`config.mk`:
```
export PLATFORM = sky130hd
export DESIGN_NAME = uart_eight_bit
export DESIGN_NICKNAME = d
export VERILOG_FILES = /design/src/hdl/uart_pkg.sv /design/src/hdl/uart_rx.sv /design/src/hdl/uart_eight_bit.sv
export SDC_FILE = /design/constraint.sdc
export NUM_CORES = 1
export LEC_CHECK = 0
export BUFFER_PORTS_ARGS = -buffer_cell sky130_fd_sc_hd__clkbuf_2
export CORE_UTILIZATION = 62
export CTS_CLUSTER_SIZE = 10
export DETAILED_ROUTE_END_ITERATION = 6
export PLACE_DENSITY = 0.86
export SLEW_MARGIN = 20
export SYNTH_ARGS = -nofsm -noshare
export SYNTH_HDL_FRONTEND = slang
export SYNTH_SLANG_ARGS = --single-unit
```
`constraint.sdc`:
```
create_clock -name clk -period 6.9 [get_ports clk]
set_input_delay 0 -clock clk [delete_from_list [all_inputs] [get_ports clk]]
set_output_delay 0 -clock clk [all_outputs]
set_load 0.01 [all_outputs]
```
`src/hdl/uart_pkg.sv`:
```
package uart_pkg;
    // Register byte addresses
    localparam logic [7:0] CTRL_ADDR = 8'h00;
    localparam logic [7:0] DATA_ADDR = 8'h04;
    localparam logic [7:0] STAT_ADDR = 8'h08;
    localparam logic [7:0] MASK_ADDR = 8'h0c;
    localparam logic [7:0] BAUD_ADDR = 8'h10;
    // Control fields
    localparam int CTRL_WLS = 7;
    localparam int CTRL_MCE = 5;
    localparam int CTRL_REN = 4;
    localparam int CTRL_N9 = 2;
    localparam int CTRL_TXD = 1;
    localparam int CTRL_RXD = 0;
    localparam logic [7:0] CTRL_RESET = 8'h00;
    // Status / mask fields
    localparam int ST_TXD = 0;
    localparam int ST_RXD = 1;
    localparam logic [1:0] MASK_RESET = 2'h0;
    // Baud timebase: last oversample tick index (16 ticks per bit), mid-bit sample index and default divider; frame width and response codes
    localparam logic [3:0] OVERSAMPLE = 4'hf;
    localparam logic [3:0] MID_SAMPLE = 4'h7;
    localparam logic [15:0] BAUD_RESET = 16'h0001;
    localparam logic [3:0] DATA_BITS = 4'h8;
    localparam logic [1:0] RESP_OKAY = 2'h0;
    localparam logic [1:0] RESP_SLVERR = 2'h2;

    typedef struct packed {
        logic [7:0] data;
        logic stopBit;
    } rx_frame_t;
endpackage

```
`src/hdl/uart_rx.sv`:
```
`timescale 1ns/1ps
module uart_rx
    import uart_pkg::*;
(
    // System
    input wire logic clk,
    input wire logic rstSync_n,
    // Timebase and line
    input wire logic tick,
    input wire logic enable,
    input wire logic serialIn,
    // Frame out
    output rx_frame_t frame,
    output logic frameValid
);
    typedef enum {IDLE, START, DATA, STOP} rx_state_t;
    rx_state_t state_q;
    logic [3:0] phase_q;
    logic [3:0] bitCnt_q;
    logic [7:0] shift_q;
    logic prevIn_q;

    always_ff @(posedge clk or negedge rstSync_n) begin
        if (!rstSync_n) begin
            prevIn_q <= 1'b1;
        end else begin
            prevIn_q <= serialIn;
        end
    end

    always_ff @(posedge clk or negedge rstSync_n) begin
        if (!rstSync_n) begin
            state_q <= IDLE;
            phase_q <= 4'h0;
            bitCnt_q <= 4'h0;
            shift_q <= 8'h00;
            frame <= '0;
            frameValid <= 1'b0;
        end else begin
            frameValid <= 1'b0;
            unique case (state_q)
                IDLE: begin
                    // Falling edge starts a frame
                    if (enable && prevIn_q && !serialIn) begin
                        state_q <= START;
                        phase_q <= 4'h0;
                    end
                end
                START: begin
                    if (tick) begin
                        phase_q <= phase_q + 4'h1;
                        if (phase_q == MID_SAMPLE) begin
                            phase_q <= 4'h0;
                            bitCnt_q <= 4'h0;
                            state_q <= serialIn ? IDLE : DATA;
                        end
                    end
                end
                DATA: begin
                    if (tick) begin
                        phase_q <= phase_q + 4'h1;
                        if (phase_q == OVERSAMPLE) begin
                            // LSB first, sampled mid bit
                            shift_q <= {serialIn, shift_q[7:1]};
                            bitCnt_q <= bitCnt_q + 4'h1;
                            if (bitCnt_q == DATA_BITS - 4'h1) begin
                                state_q <= STOP;
                            end
                        end
                    end
                end
                STOP: begin
                    if (tick) begin
                        phase_q <= phase_q + 4'h1;
                        if (phase_q == OVERSAMPLE) begin
                            frame <= '{data: shift_q, stopBit: serialIn};
                            frameValid <= 1'b1;
                            state_q <= IDLE;
                        end
                    end
                end
            endcase
        end
    end

    chk_rx_start_idle: assert property (@(posedge clk) disable iff
        (!rstSync_n) (state_q == IDLE && !enable) |=> state_q == IDLE)
        else $error("receiver left idle while disabled");
endmodule

```
`src/hdl/uart_eight_bit.sv`:
```
`timescale 1ns/1ps
module uart_eight_bit
    import uart_pkg::*;
(
    // System
    input wire logic clk,
    input wire logic rst_n,
    // AXI4-Lite write
    input wire logic [7:0] awaddr,
    input wire logic awvalid,
    output logic awready,
    input wire logic [31:0] wdata,
    input wire logic [3:0] wstrb,
    input wire logic wvalid,
    output logic wready,
    output logic [1:0] bresp,
    output logic bvalid,
    input wire logic bready,
    // AXI4-Lite read
    input wire logic [7:0] araddr,
    input wire logic arvalid,
    output logic arready,
    output logic [31:0] rdata,
    output logic [1:0] rresp,
    output logic rvalid,
    input wire logic rready,
    // Serial line
    input wire logic serialInPin,
    output logic serialOutPin,
    // Interrupt
    output logic irq
);
    logic rstMeta_q;
    logic rstSync_q;
    always_ff @(posedge clk or negedge rst_n) begin
        if (!rst_n) begin
            rstMeta_q <= 1'b0;
            rstSync_q <= 1'b0;
        end else begin
            rstMeta_q <= 1'b1;
            rstSync_q <= rstMeta_q;
        end
    end

    logic [7:0] ctrl_q;
    logic [7:0] rxBuf_q;
    logic [15:0] baud_q;
    logic [15:0] baudCnt_q;
    logic tick;
    logic [1:0] stat_q;
    logic [1:0] mask_q;
    logic txDoneSet;
    logic rxDoneSet;
    logic [7:0] awAddr_q;
    logic [31:0] wData_q;
    logic [3:0] wStrb_q;
    logic awHave_q;
    logic wHave_q;
    logic doWrite;
    logic doRead;
    logic txStart;
    rx_frame_t rxFrame;
    logic rxValid;
    logic loadOk;

    // Baud oversample timebase
    assign tick = (baudCnt_q == 16'h0000);
    always_ff @(posedge clk or negedge rstSync_q) begin
        if (!rstSync_q) begin
            baudCnt_q <= 16'h0000;
        end else begin
            baudCnt_q <= tick ? baud_q : baudCnt_q - 16'h0001;
        end
    end

    // Write channel capture, either order
    assign doWrite = awHave_q && wHave_q && !bvalid;
    always_ff @(posedge clk or negedge rstSync_q) begin
        if (!rstSync_q) begin
            awready <= 1'b0;
            wready <= 1'b0;
            awHave_q <= 1'b0;
            wHave_q <= 1'b0;
            awAddr_q <= 8'h00;
            wData_q <= 32'h0;
            wStrb_q <= 4'h0;
            bvalid <= 1'b0;
            bresp <= RESP_OKAY;
        end else begin
            awready <= !awHave_q && !(awvalid && awready);
            wready <= !wHave_q && !(wvalid && wready);
            if (awvalid && awready) begin
                awHave_q <= 1'b1;
                awAddr_q <= awaddr;
            end
            if (wvalid && wready) begin
                wHave_q <= 1'b1;
                wData_q <= wdata;
                wStrb_q <= wstrb;
            end
            if (doWrite) begin
                awHave_q <= 1'b0;
                wHave_q <= 1'b0;
                awready <= 1'b1;
                wready <= 1'b1;
                bvalid <= 1'b1;
                bresp <= (awAddr_q == CTRL_ADDR || awAddr_q == DATA_ADDR ||
                    awAddr_q == MASK_ADDR || awAddr_q == BAUD_ADDR)
                    ? RESP_OKAY : RESP_SLVERR;
            end else if (bvalid && bready) begin
                bvalid <= 1'b0;
            end
        end
    end

    // Buffer write launches a frame
    assign txStart = doWrite && awAddr_q == DATA_ADDR && wStrb_q[0];

    // Control register: software writes; hardware sets done flags
    always_ff @(posedge clk or negedge rstSync_q) begin
        if (!rstSync_q) begin
            ctrl_q <= CTRL_RESET;
            mask_q <= MASK_RESET;
            baud_q <= BAUD_RESET;
        end else begin
            if (doWrite && awAddr_q == CTRL_ADDR && wStrb_q[0]) begin
                // Word-length select held in control
                ctrl_q <= wData_q[7:0];
            end
            if (doWrite && awAddr_q == MASK_ADDR && wStrb_q[0]) begin
                mask_q <= wData_q[1:0];
            end
            if (doWrite && awAddr_q == BAUD_ADDR) begin
                if (wStrb_q[0]) baud_q[7:0] <= wData_q[7:0];
                if (wStrb_q[1]) baud_q[15:8] <= wData_q[15:8];
            end
            // Set wins over a same-cycle software clear
            if (txDoneSet) begin
                ctrl_q[CTRL_TXD] <= 1'b1;
            end
            if (rxDoneSet) begin
                ctrl_q[CTRL_RXD] <= 1'b1;
                ctrl_q[CTRL_N9] <= rxFrame.stopBit;
            end
        end
    end

    // Load gate: done clear and, under check, stop high
    assign loadOk = rxValid && !ctrl_q[CTRL_RXD] &&
        (!ctrl_q[CTRL_MCE] || rxFrame.stopBit);
    assign rxDoneSet = loadOk;

    always_ff @(posedge clk or negedge rstSync_q) begin
        if (!rstSync_q) begin
            rxBuf_q <= 8'h00;
        end else if (loadOk) begin
            // Otherwise held: first byte kept on overrun
            rxBuf_q <= rxFrame.data;
        end
    end

    // Transmitter, independent of receiver
    typedef enum {T_IDLE, T_START, T_DATA, T_STOP} tx_state_t;
    tx_state_t txState_q;
    logic [3:0] txPhase_q;
    logic [3:0] txBit_q;
    logic [7:0] txShift_q;
    assign txDoneSet = txState_q == T_DATA && tick &&
        txPhase_q == OVERSAMPLE && txBit_q == DATA_BITS - 4'h1;
    always_ff @(posedge clk or negedge rstSync_q) begin
        if (!rstSync_q) begin
            txState_q <= T_IDLE;
            txPhase_q <= 4'h0;
            txBit_q <= 4'h0;
            txShift_q <= 8'h00;
            serialOutPin <= 1'b1;
        end else begin
            unique case (txState_q)
                T_IDLE: begin
                    if (txStart) begin
                        txShift_q <= wData_q[7:0];
                        txState_q <= T_START;
                        txPhase_q <= 4'h0;
                        serialOutPin <= 1'b0;
                    end
                end
                T_START, T_DATA, T_STOP: begin
                    if (tick) begin
                        txPhase_q <= txPhase_q + 4'h1;
                        if (txPhase_q == OVERSAMPLE) begin
                            unique case (txState_q)
                                T_START: begin
                                    // LSB first
                                    serialOutPin <= txShift_q[0];
                                    txBit_q <= 4'h0;
                                    txState_q <= T_DATA;
                                end
                                T_DATA: begin
                                    txBit_q <= txBit_q + 4'h1;
                                    if (txBit_q == DATA_BITS - 4'h1) begin
                                        serialOutPin <= 1'b1;
                                        txState_q <= T_STOP;
                                    end else begin
                                        serialOutPin <= txShift_q[1];
                                        txShift_q <= txShift_q >> 1;
                                    end
                                end
                                default: begin
                                    txState_q <= T_IDLE;
                                end
                            endcase
                        end
                    end
                end
            endcase
        end
    end

    uart_rx rxUnit (
        .clk(clk),
        .rstSync_n(rstSync_q),
        .tick(tick),
        .enable(ctrl_q[CTRL_REN]),
        .serialIn(serialInPin),
        .frame(rxFrame),
        .frameValid(rxValid)
    );

    // Sticky interrupt status, cleared by reading it
    assign doRead = arvalid && arready;
    always_ff @(posedge clk or negedge rstSync_q) begin
        if (!rstSync_q) begin
            stat_q <= 2'h0;
        end else begin
            stat_q <= (doRead && araddr == STAT_ADDR) ? 2'h0 : stat_q;
            if (txDoneSet) stat_q[ST_TXD] <= 1'b1;
            if (rxDoneSet) stat_q[ST_RXD] <= 1'b1;
        end
    end

    always_ff @(posedge clk or negedge rstSync_q) begin
        if (!rstSync_q) begin
            irq <= 1'b0;
        end else begin
            irq <= |(stat_q & mask_q);
        end
    end

    always_ff @(posedge clk or negedge rstSync_q) begin
        if (!rstSync_q) begin
            arready <= 1'b0;
            rvalid <= 1'b0;
            rdata <= 32'h0;
            rresp <= RESP_OKAY;
        end else begin
            arready <= !rvalid && !doRead;
            if (doRead) begin
                rvalid <= 1'b1;
                rresp <= RESP_OKAY;
                unique case (araddr)
                    CTRL_ADDR: rdata <= {24'h0, ctrl_q};
                    DATA_ADDR: rdata <= {24'h0, rxBuf_q};
                    STAT_ADDR: rdata <= {30'h0, stat_q};
                    MASK_ADDR: rdata <= {30'h0, mask_q};
                    BAUD_ADDR: rdata <= {16'h0, baud_q};
                    default: begin
                        rdata <= 32'h0;
                        rresp <= RESP_SLVERR;
                    end
                endcase
            end else if (rvalid && rready) begin
                rvalid <= 1'b0;
            end
        end
    end

    chk_load_sets_done: assert property (@(posedge clk) disable iff
        (!rstSync_q) loadOk |=> ctrl_q[CTRL_RXD])
        else $error("receive done not set after load");
    chk_load_buffer: assert property (@(posedge clk) disable iff
        (!rstSync_q) loadOk |=> rxBuf_q == $past(rxFrame.data))
        else $error("receive buffer missed the byte");
    chk_overrun_hold: assert property (@(posedge clk) disable iff
        (!rstSync_q) (rxValid && ctrl_q[CTRL_RXD]) |=> $stable(rxBuf_q))
        else $error("buffer changed on overrun");
    chk_mce_reject: assert property (@(posedge clk) disable iff
        (!rstSync_q) (rxValid && ctrl_q[CTRL_MCE] && !rxFrame.stopBit
        && !ctrl_q[CTRL_RXD] && !(doWrite && awAddr_q == CTRL_ADDR))
        |=> !ctrl_q[CTRL_RXD])
        else $error("bad stop bit loaded under check");
    chk_tx_done_stop: assert property (@(posedge clk) disable iff
        (!rstSync_q) txDoneSet |=> serialOutPin && ctrl_q[CTRL_TXD])
        else $error("transmit done not at stop start");
    chk_tx_start_bit: assert property (@(posedge clk) disable iff
        (!rstSync_q) (txStart && txState_q == T_IDLE) |=> !serialOutPin)
        else $error("no start bit after buffer write");
    chk_irq_follows: assert property (@(posedge clk) disable iff
        (!rstSync_q) (|(stat_q & mask_q)) |=> irq)
        else $error("interrupt not raised");
    chk_fail_no_change: assert property (@(posedge clk) disable iff
        (!rstSync_q) (!loadOk && !(doWrite && awAddr_q == CTRL_ADDR))
        |=> $stable(rxBuf_q) && $stable(ctrl_q[CTRL_N9]))
        else $error("state changed without load");
    cov_tx_done: cover property (@(posedge clk) txDoneSet);
    cov_rx_load: cover property (@(posedge clk) loadOk);
    cov_overrun: cover property (@(posedge clk) rxValid && ctrl_q[CTRL_RXD]);
    cov_duplex: cover property (@(posedge clk)
        txState_q == T_DATA && rxValid);
endmodule

```
==> flow_metrics.env, run 1 <==
export IMPL_critPathMaxFanout=14
export IMPL_die_area_um2=12200
export IMPL_hold_ws_ps=82.7
export IMPL_grt_setup_unrepaired="no"
export IMPL_postLayoutCoreUtil=0.756
export IMPL_synth_edff_count=0
export IMPL_vias_per_cell=6.20
export IMPL_grt_max_degree=90
export IMPL_rrSetupSlack_ps=4290
export IMPL_via_count=5559
export IMPL_clkLatencyLatePin_ps=430
export IMPL_drt_iter0_drc=413
export IMPL_rr_worst_depth=5
export IMPL_grt_pass1_wl_um=29800
export IMPL_min_period_over_period=0.378
export IMPL_cp_end_kind="flop"
export IMPL_netlist_area_um2=7300
export IMPL_hold_violations=0
export IMPL_p_leak_nw=4.04
export IMPL_fillers=656
export IMPL_worstMarginPinSlew_ps=1010
export IMPL_cts_tree="done"
export IMPL_fin_crit_ps=2610
export IMPL_numCtsBuffers=17
export IMPL_start_util=0.637
export IMPL_first_pass_iters=7
export IMPL_syn_instance_count=640
export IMPL_clock_sinks=154
export IMPL_post_cts_resized=0
export IMPL_die_height_um=111
export IMPL_power_density_nw_per_um2=367
export IMPL_synth_distinct_cells=63
export IMPL_clock_path_buffers=2
export IMPL_gp_congestion=0.822
export IMPL_crit_end="serialOutPin"
export IMPL_syn_to_final_growth_pct=18.7
export IMPL_setup_tns_ps=0
export IMPL_min_path_type="in2reg"
export IMPL_outcome="finished, final reports clean"
export IMPL_clk_pin_slew_ps=60
export IMPL_wire_per_inst_um=19.9
export IMPL_drcViolationCount=0
export IMPL_overflow=0
export IMPL_core_um2=11500
export IMPL_place_area_um2=7670
export IMPL_synth_ff_type="dfrtp_1"
export IMPL_grt_pass1_vias=5728
export IMPL_slew_viol_final=0
export IMPL_yosys_warnings=0
export IMPL_antenna_found_initial=0
export IMPL_n_antenna_cell=0
export IMPL_worstPathRequired_ps=7250
export IMPL_post_cts_buffers=0
export IMPL_io_buffers=66
export IMPL_rows=39
export IMPL_ys_seq_area_frac=0.528
export IMPL_relSlewSlack=0.329
export IMPL_r2r_end="serialOutPin"
export IMPL_worstSetupPathType="reg2reg"
export IMPL_synthArstFlopShare=1.00
export IMPL_htreeDepth=4
export IMPL_cts_hold_buf=36
export IMPL_finalWirelength_um=17800
export IMPL_syn_area_per_cell_um2=11.4
export IMPL_fin_area_um2=8670
export IMPL_setup_violations_final=0
export IMPL_cts_root_buf="clkbuf_16"
export IMPL_dp_hpwl_um=11200
export IMPL_critical_path_arrival_ps=2960
export IMPL_final_setup_skew_ps=8.33
export IMPL_power_mw=3.18
export IMPL_pin_count=103
export IMPL_timing_rr_start="baudCnt_q[7]"
export IMPL_nNetsFinal=814
export IMPL_startpoint="baudCnt_q[7]"
export IMPL_fmax_mhz=384
export IMPL_synth_seq_cells=154
export IMPL_die_width_um=111
export IMPL_vdd_drop_max_uv=317
export IMPL_grt_usage=0.314
export IMPL_drive_above_1_share=0.255
export IMPL_crit_path_start_kind="flop"
export IMPL_cap_violations=0
export IMPL_final_antenna_net_count=0
[Yosys cell counts, types with 8 or more instances]
| cell type | n | area [um^2] |
|---|---|---|
| buf_4 | 18 | 135 |
| a22o_1 | 19 | 166 |
| clkbuf_1 | 20 | 75.1 |
| nand4b_1 | 8 | 70.1 |
| nor2b_1 | 11 | 68.8 |
| mux2_2 | 75 | 845 |
| dfrtp_1 | 151 | 3780 |
| a22oi_1 | 8 | 60.1 |
| nor4_1 | 10 | 62.6 |
| nand2_1 | 73 | 274 |
| ha_1 | 14 | 175 |
| nand3_1 | 24 | 120 |
| o21ai_0 | 34 | 170 |
| inv_1 | 24 | 90.1 |
| nor3_1 | 8 | 40.0 |
| nor2_1 | 28 | 105 |
| mux2i_1 | 9 | 90.1 |
| a21oi_1 | 9 | 45.0 |
[worst max-delay path: stages, from the launching register on]
cell and delay [ps]:
dfrtp_1 440, nor4_4 570, and4_1 410, nand2_1 360
a211oi_1 380, mux2_2 370
[cell type report]
type	count	area, um^2	share of cell area
Clock buffer	21	460	0.0531
Clock inverter	11	168	0.0193
Inverter	24	90.1	0.0104
Multi-Input combinational cell	438	3200	0.369
Sequential cell	154	3860	0.445
Tap cell	143	179	0.0206
Timing Repair Buffer	105	717	0.0827
[sequential cells by signal (all words and copies together) (netlist names), 4 cells and up, named ones only]
register         cells
awAddr_q             8
baudCnt_q           16
baud_q              16
ctrl_q               8
rdata               16
rxBuf_q              8
rxUnit.bitCnt_q      4
rxUnit.frame         9
rxUnit.phase_q       4
rxUnit.shift_q       8
txBit_q              4
txPhase_q            4
txShift_q            8
wData_q             16
[layout by cell type, fill, tap and decap left out, types with 3 or more instances in the layout]
cell type	count
nand3b_1	5
o32a_1	7
bufinv_16	4
nor2b_1	11
nor2_1	28
xnor2_1	7
inv_1	24
a22o_1	19
nor3_1	8
o21ai_0	34
nand2_1	73
a21oi_1	9
and3_1	6
o211ai_1	4
nor4_1	10
and2_1	3
conb_1	19
xor2_1	5
dfrtp_1	150
a22oi_1	8
nand4_1	4
nor4_4	4
clkinv_2	3
o21a_1	3
dfstp_2	3
mux2_2	75
nand3_1	24
a211oi_1	3
dlygate4sd3_1	36
mux2i_1	9
nor3b_1	3
clkbuf_16	17
nand4b_1	8
clkbuf_2	66
ha_1	14
[cell families (layout without fill, tap and decap cells)]
| logic type | Yosys count | after routing | share of synthesized area |
|---|---|---|---|
| AND/OR/NAND/NOR | 199 | 199 | 0.148 |
| flip-flops | 154 | 154 | 0.528 |
| AO/OA/AOI/OAI | 108 | 108 | 0.107 |
| multiplexers | 86 | 86 | 0.134 |
| buffers and inverters | 65 | 161 | 0.0440 |
| adder cells (fa/ha/maj) | 14 | 14 | 0.0240 |
| XOR/XNOR | 12 | 12 | 0.0144 |
| other | 2 | 19 | 0.00103 |
[where the power goes]
part           switching (mW)  internal, mW
Sequential              0.248          1.12
Combinational           0.460         0.361
Clock                   0.370         0.624
Total                    1.08          2.10
[per-layer routing]
metal,global-route usage,share of wire,vias to the layer above
met5,0,0,-
met4,0.162,0.038,0
met3,0.0604,0.047,54
met2,0.528,0.52,215
met1,0.386,0.39,2817
li1,-,-,2473
[per-stage QoR]
step / worst slack (ps) / cells
finish: 4290 / 896
global placement: 4360 / 828
floorplan: 2300 / 657
global route: 4150 / 896
detailed placement: 4200 / 828
CTS: 4160 / 896
[worst min path at each step]
stage / start / to / slack [ps] / depth (start not counted)
5_1_grt: araddr[4] / rresp[1] / 110 / 3
3_5_place_dp: rst_n / rstMeta_q / -210 / 1
2_1_floorplan: rst_n / rstMeta_q / -300 / 0
4_1_cts: araddr[4] / rresp[1] / 50 / 3
6_report: araddr[4] / rresp[1] / 80 / 3
3_3_place_gp: rst_n / rstMeta_q / -210 / 1
(Power assumes the default switching activity.)
==> inputs of run 2 (changes only) <==
--- a/config.mk
+++ b/config.mk
@@ -6,10 +6,10 @@
 export NUM_CORES = 1
 export LEC_CHECK = 0
 export BUFFER_PORTS_ARGS = -buffer_cell sky130_fd_sc_hd__clkbuf_2
-export CORE_UTILIZATION = 62
+export CORE_UTILIZATION = 57
 export CTS_CLUSTER_SIZE = 10
 export DETAILED_ROUTE_END_ITERATION = 6
-export PLACE_DENSITY = 0.86
+export PLACE_DENSITY = 0.8
 export SLEW_MARGIN = 20
 export SYNTH_ARGS = -nofsm -noshare
 export SYNTH_HDL_FRONTEND = slang
==> constraint.sdc (replaced) <==
create_clock -name clk -period 2.5 [get_ports clk]
set_input_delay 0 -clock clk [delete_from_list [all_inputs] [get_ports clk]]
set_output_delay 0 -clock clk [all_outputs]
set_load 0.01 [all_outputs]
==> run 2 against run 1 <==
  * Non-clock buffer count is 18 higher
  * Global-route usage is 3.2 points lower
  * Sequential share of layout area is 0.75 points lower
  * Worst hold slack worse by 22 ps
  * Register-to-register slack worse by 4200 ps
  * Fmax is 8.8% higher
  * Largest cell class unchanged
==> flow_metrics.env, run 2 (synthesized netlist as in run 1, its figures left out) <==
export IMPL_vdd_drop_max_uv=972
export IMPL_die_width_um=115
export IMPL_via_count=5553
export IMPL_cp_end_kind="flop"
export IMPL_relSlewSlack=0.393
export IMPL_setup_violations_final=0
export IMPL_cp_num_buf_inv=0
export IMPL_hold_ws_ps=60.9
export IMPL_worstSetupPathType="reg2reg"
export IMPL_first_pass_iters=5
export IMPL_final_cell_mix="dfrtp_1 (150), mux2_2 (75), nand2_1 (73)"
export IMPL_cp_slowest_cell="or4_4"
export IMPL_crit_path_start_kind="flop"
export IMPL_die_height_um=115
export IMPL_rr_worst_depth=4
export IMPL_nNetsFinal=832
export IMPL_clock_path_buffers=2
export IMPL_crit_chain="or4_4, nor3_1, and4_1, mux2_2"
export IMPL_p_leak_nw=4.12
export IMPL_drt_iter0_drc=493
export IMPL_post_cts_buffers=0
export IMPL_grt_pass1_wl_um=28100
export IMPL_grt_usage=0.281
export IMPL_pin_count=103
export IMPL_htreeDepth=4
export IMPL_io_buffers=66
export IMPL_drcViolationCount=0
export IMPL_fillers=799
export IMPL_r2r_end="baud_q[12]"
export IMPL_min_period_over_period=0.958
export IMPL_fin_crit_ps=2400
export IMPL_finalNonFillerCells=939
export IMPL_clk_pin_slew_ps=70
export IMPL_slew_viol_final=0
export IMPL_drive_above_1_share=0.275
export IMPL_syn_to_final_growth_pct=20.8
export IMPL_power_mw=8.63
export IMPL_slowest_delay_ps=560
export IMPL_grt_max_degree=70
export IMPL_cts_tree="done"
export IMPL_grt_pass1_vias=5593
export IMPL_antenna_found_initial=0
export IMPL_timing_rr_start="awAddr_q[1]"
export IMPL_path_depth=4
export IMPL_setup_tns_ps=0
export IMPL_final_setup_skew_ps=7.55
export IMPL_critPathMaxFanout=8
export IMPL_cts_root_buf="clkbuf_16"
export IMPL_rows=40
export IMPL_wire_per_inst_um=18.6
export IMPL_numCtsBuffers=17
export IMPL_n_antenna_cell=0
export IMPL_finalWirelength_um=17500
export IMPL_critical_path_arrival_ps=2710
export IMPL_cap_violations=0
export IMPL_final_antenna_net_count=0
export IMPL_startpoint="awAddr_q[1]"
export IMPL_dp_hpwl_um=11300
export IMPL_die_area_um2=13300
export IMPL_worstPathRequired_ps=2810
export IMPL_power_density_nw_per_um2=978
export IMPL_grt_setup_unrepaired="no"
export IMPL_placed_cells=871
export IMPL_rrSetupSlack_ps=100
export IMPL_clkLatencyLatePin_ps=430
export IMPL_final_common_cell="dfrtp_1"
export IMPL_hold_violations=0
export IMPL_critPathTopFamily="simple AND/OR/NAND/NOR gates"
export IMPL_outcome="finished, final reports clean"
export IMPL_overflow=0
export IMPL_start_util=0.596
export IMPL_crit_end="baud_q[12]"
export IMPL_fmax_mhz=417
export IMPL_vias_per_cell=5.91
export IMPL_min_path_type="in2reg"
export IMPL_clock_sinks=154
export IMPL_worstMarginPinSlew_ps=902
export IMPL_core_um2=12300
export IMPL_gp_congestion=0.857
-- run 2: worst min-delay path by stage --
stage	startpoint	to	slack, ps	depth (start not counted)
floorplan	rst_n	rstMeta_q	-300	0
global placement	rst_n	rstMeta_q	-210	1
detailed placement	rst_n	rstMeta_q	-210	1
CTS	araddr[4]	rresp[1]	40	3
global route	araddr[4]	rresp[1]	80	3
finish	araddr[4]	rresp[1]	60	3
-- run 2: stage by stage --
| step | worst slack (ps) | utilization | cell area [um^2] |
|---|---|---|---|
| 2_1_floorplan | 290 | - | 7370 |
| 3_3_place_gp | 324 | 0.641 | 7860 |
| 3_5_place_dp | 262 | 0.641 | 7860 |
| 4_1_cts | 217 | 0.719 | 8820 |
| 5_1_grt | 2.16 | 0.719 | 8820 |
| 6_report | 104 | 0.719 | 8820 |
-- run 2: layout make-up --
type	instances	area (um^2)	area share
Clock buffer	20	467	0.0529
Multi-Input combinational cell	438	3190	0.362
Tap cell	168	210	0.0238
Sequential cell	154	3860	0.438
Timing Repair Buffer	123	873	0.0990
Inverter	24	90.1	0.0102
Clock inverter	12	130	0.0148
-- run 2: power breakdown --
group / internal, mW / total (mW) / leakage, nW / switching [mW]
sequential: 3.08 / 3.74 / 1.98 / 0.661
combinational: 1.05 / 2.31 / 1.85 / 1.26
clock: 1.48 / 2.57 / 0.291 / 1.09
-- run 2: worst reg2reg max path: stages, from the launching register on --
cell     delay, ps
dfrtp_1        400
or4_4          560
nor3_1         360
and4_1         560
mux2_2         410
-- run 2: what timing repair did --
| item | CTS | global route |
|---|---|---|
| resized for setup | 0 | 0 |
| setup endpoints to repair | 0 | 0 |
| hold buffers | 36 | 0 |
| endpoints found under the hold margin | 38 | 0 |
-- run 2: routing by layer --
layer  share of wire  vias to the layer above  track usage
li1                -                     2513            -
met3           0.052                       57       0.0780
met4           0.033                        0        0.122
met1            0.40                     2794        0.337
met5               0                        -            0
met2            0.51                      189        0.477
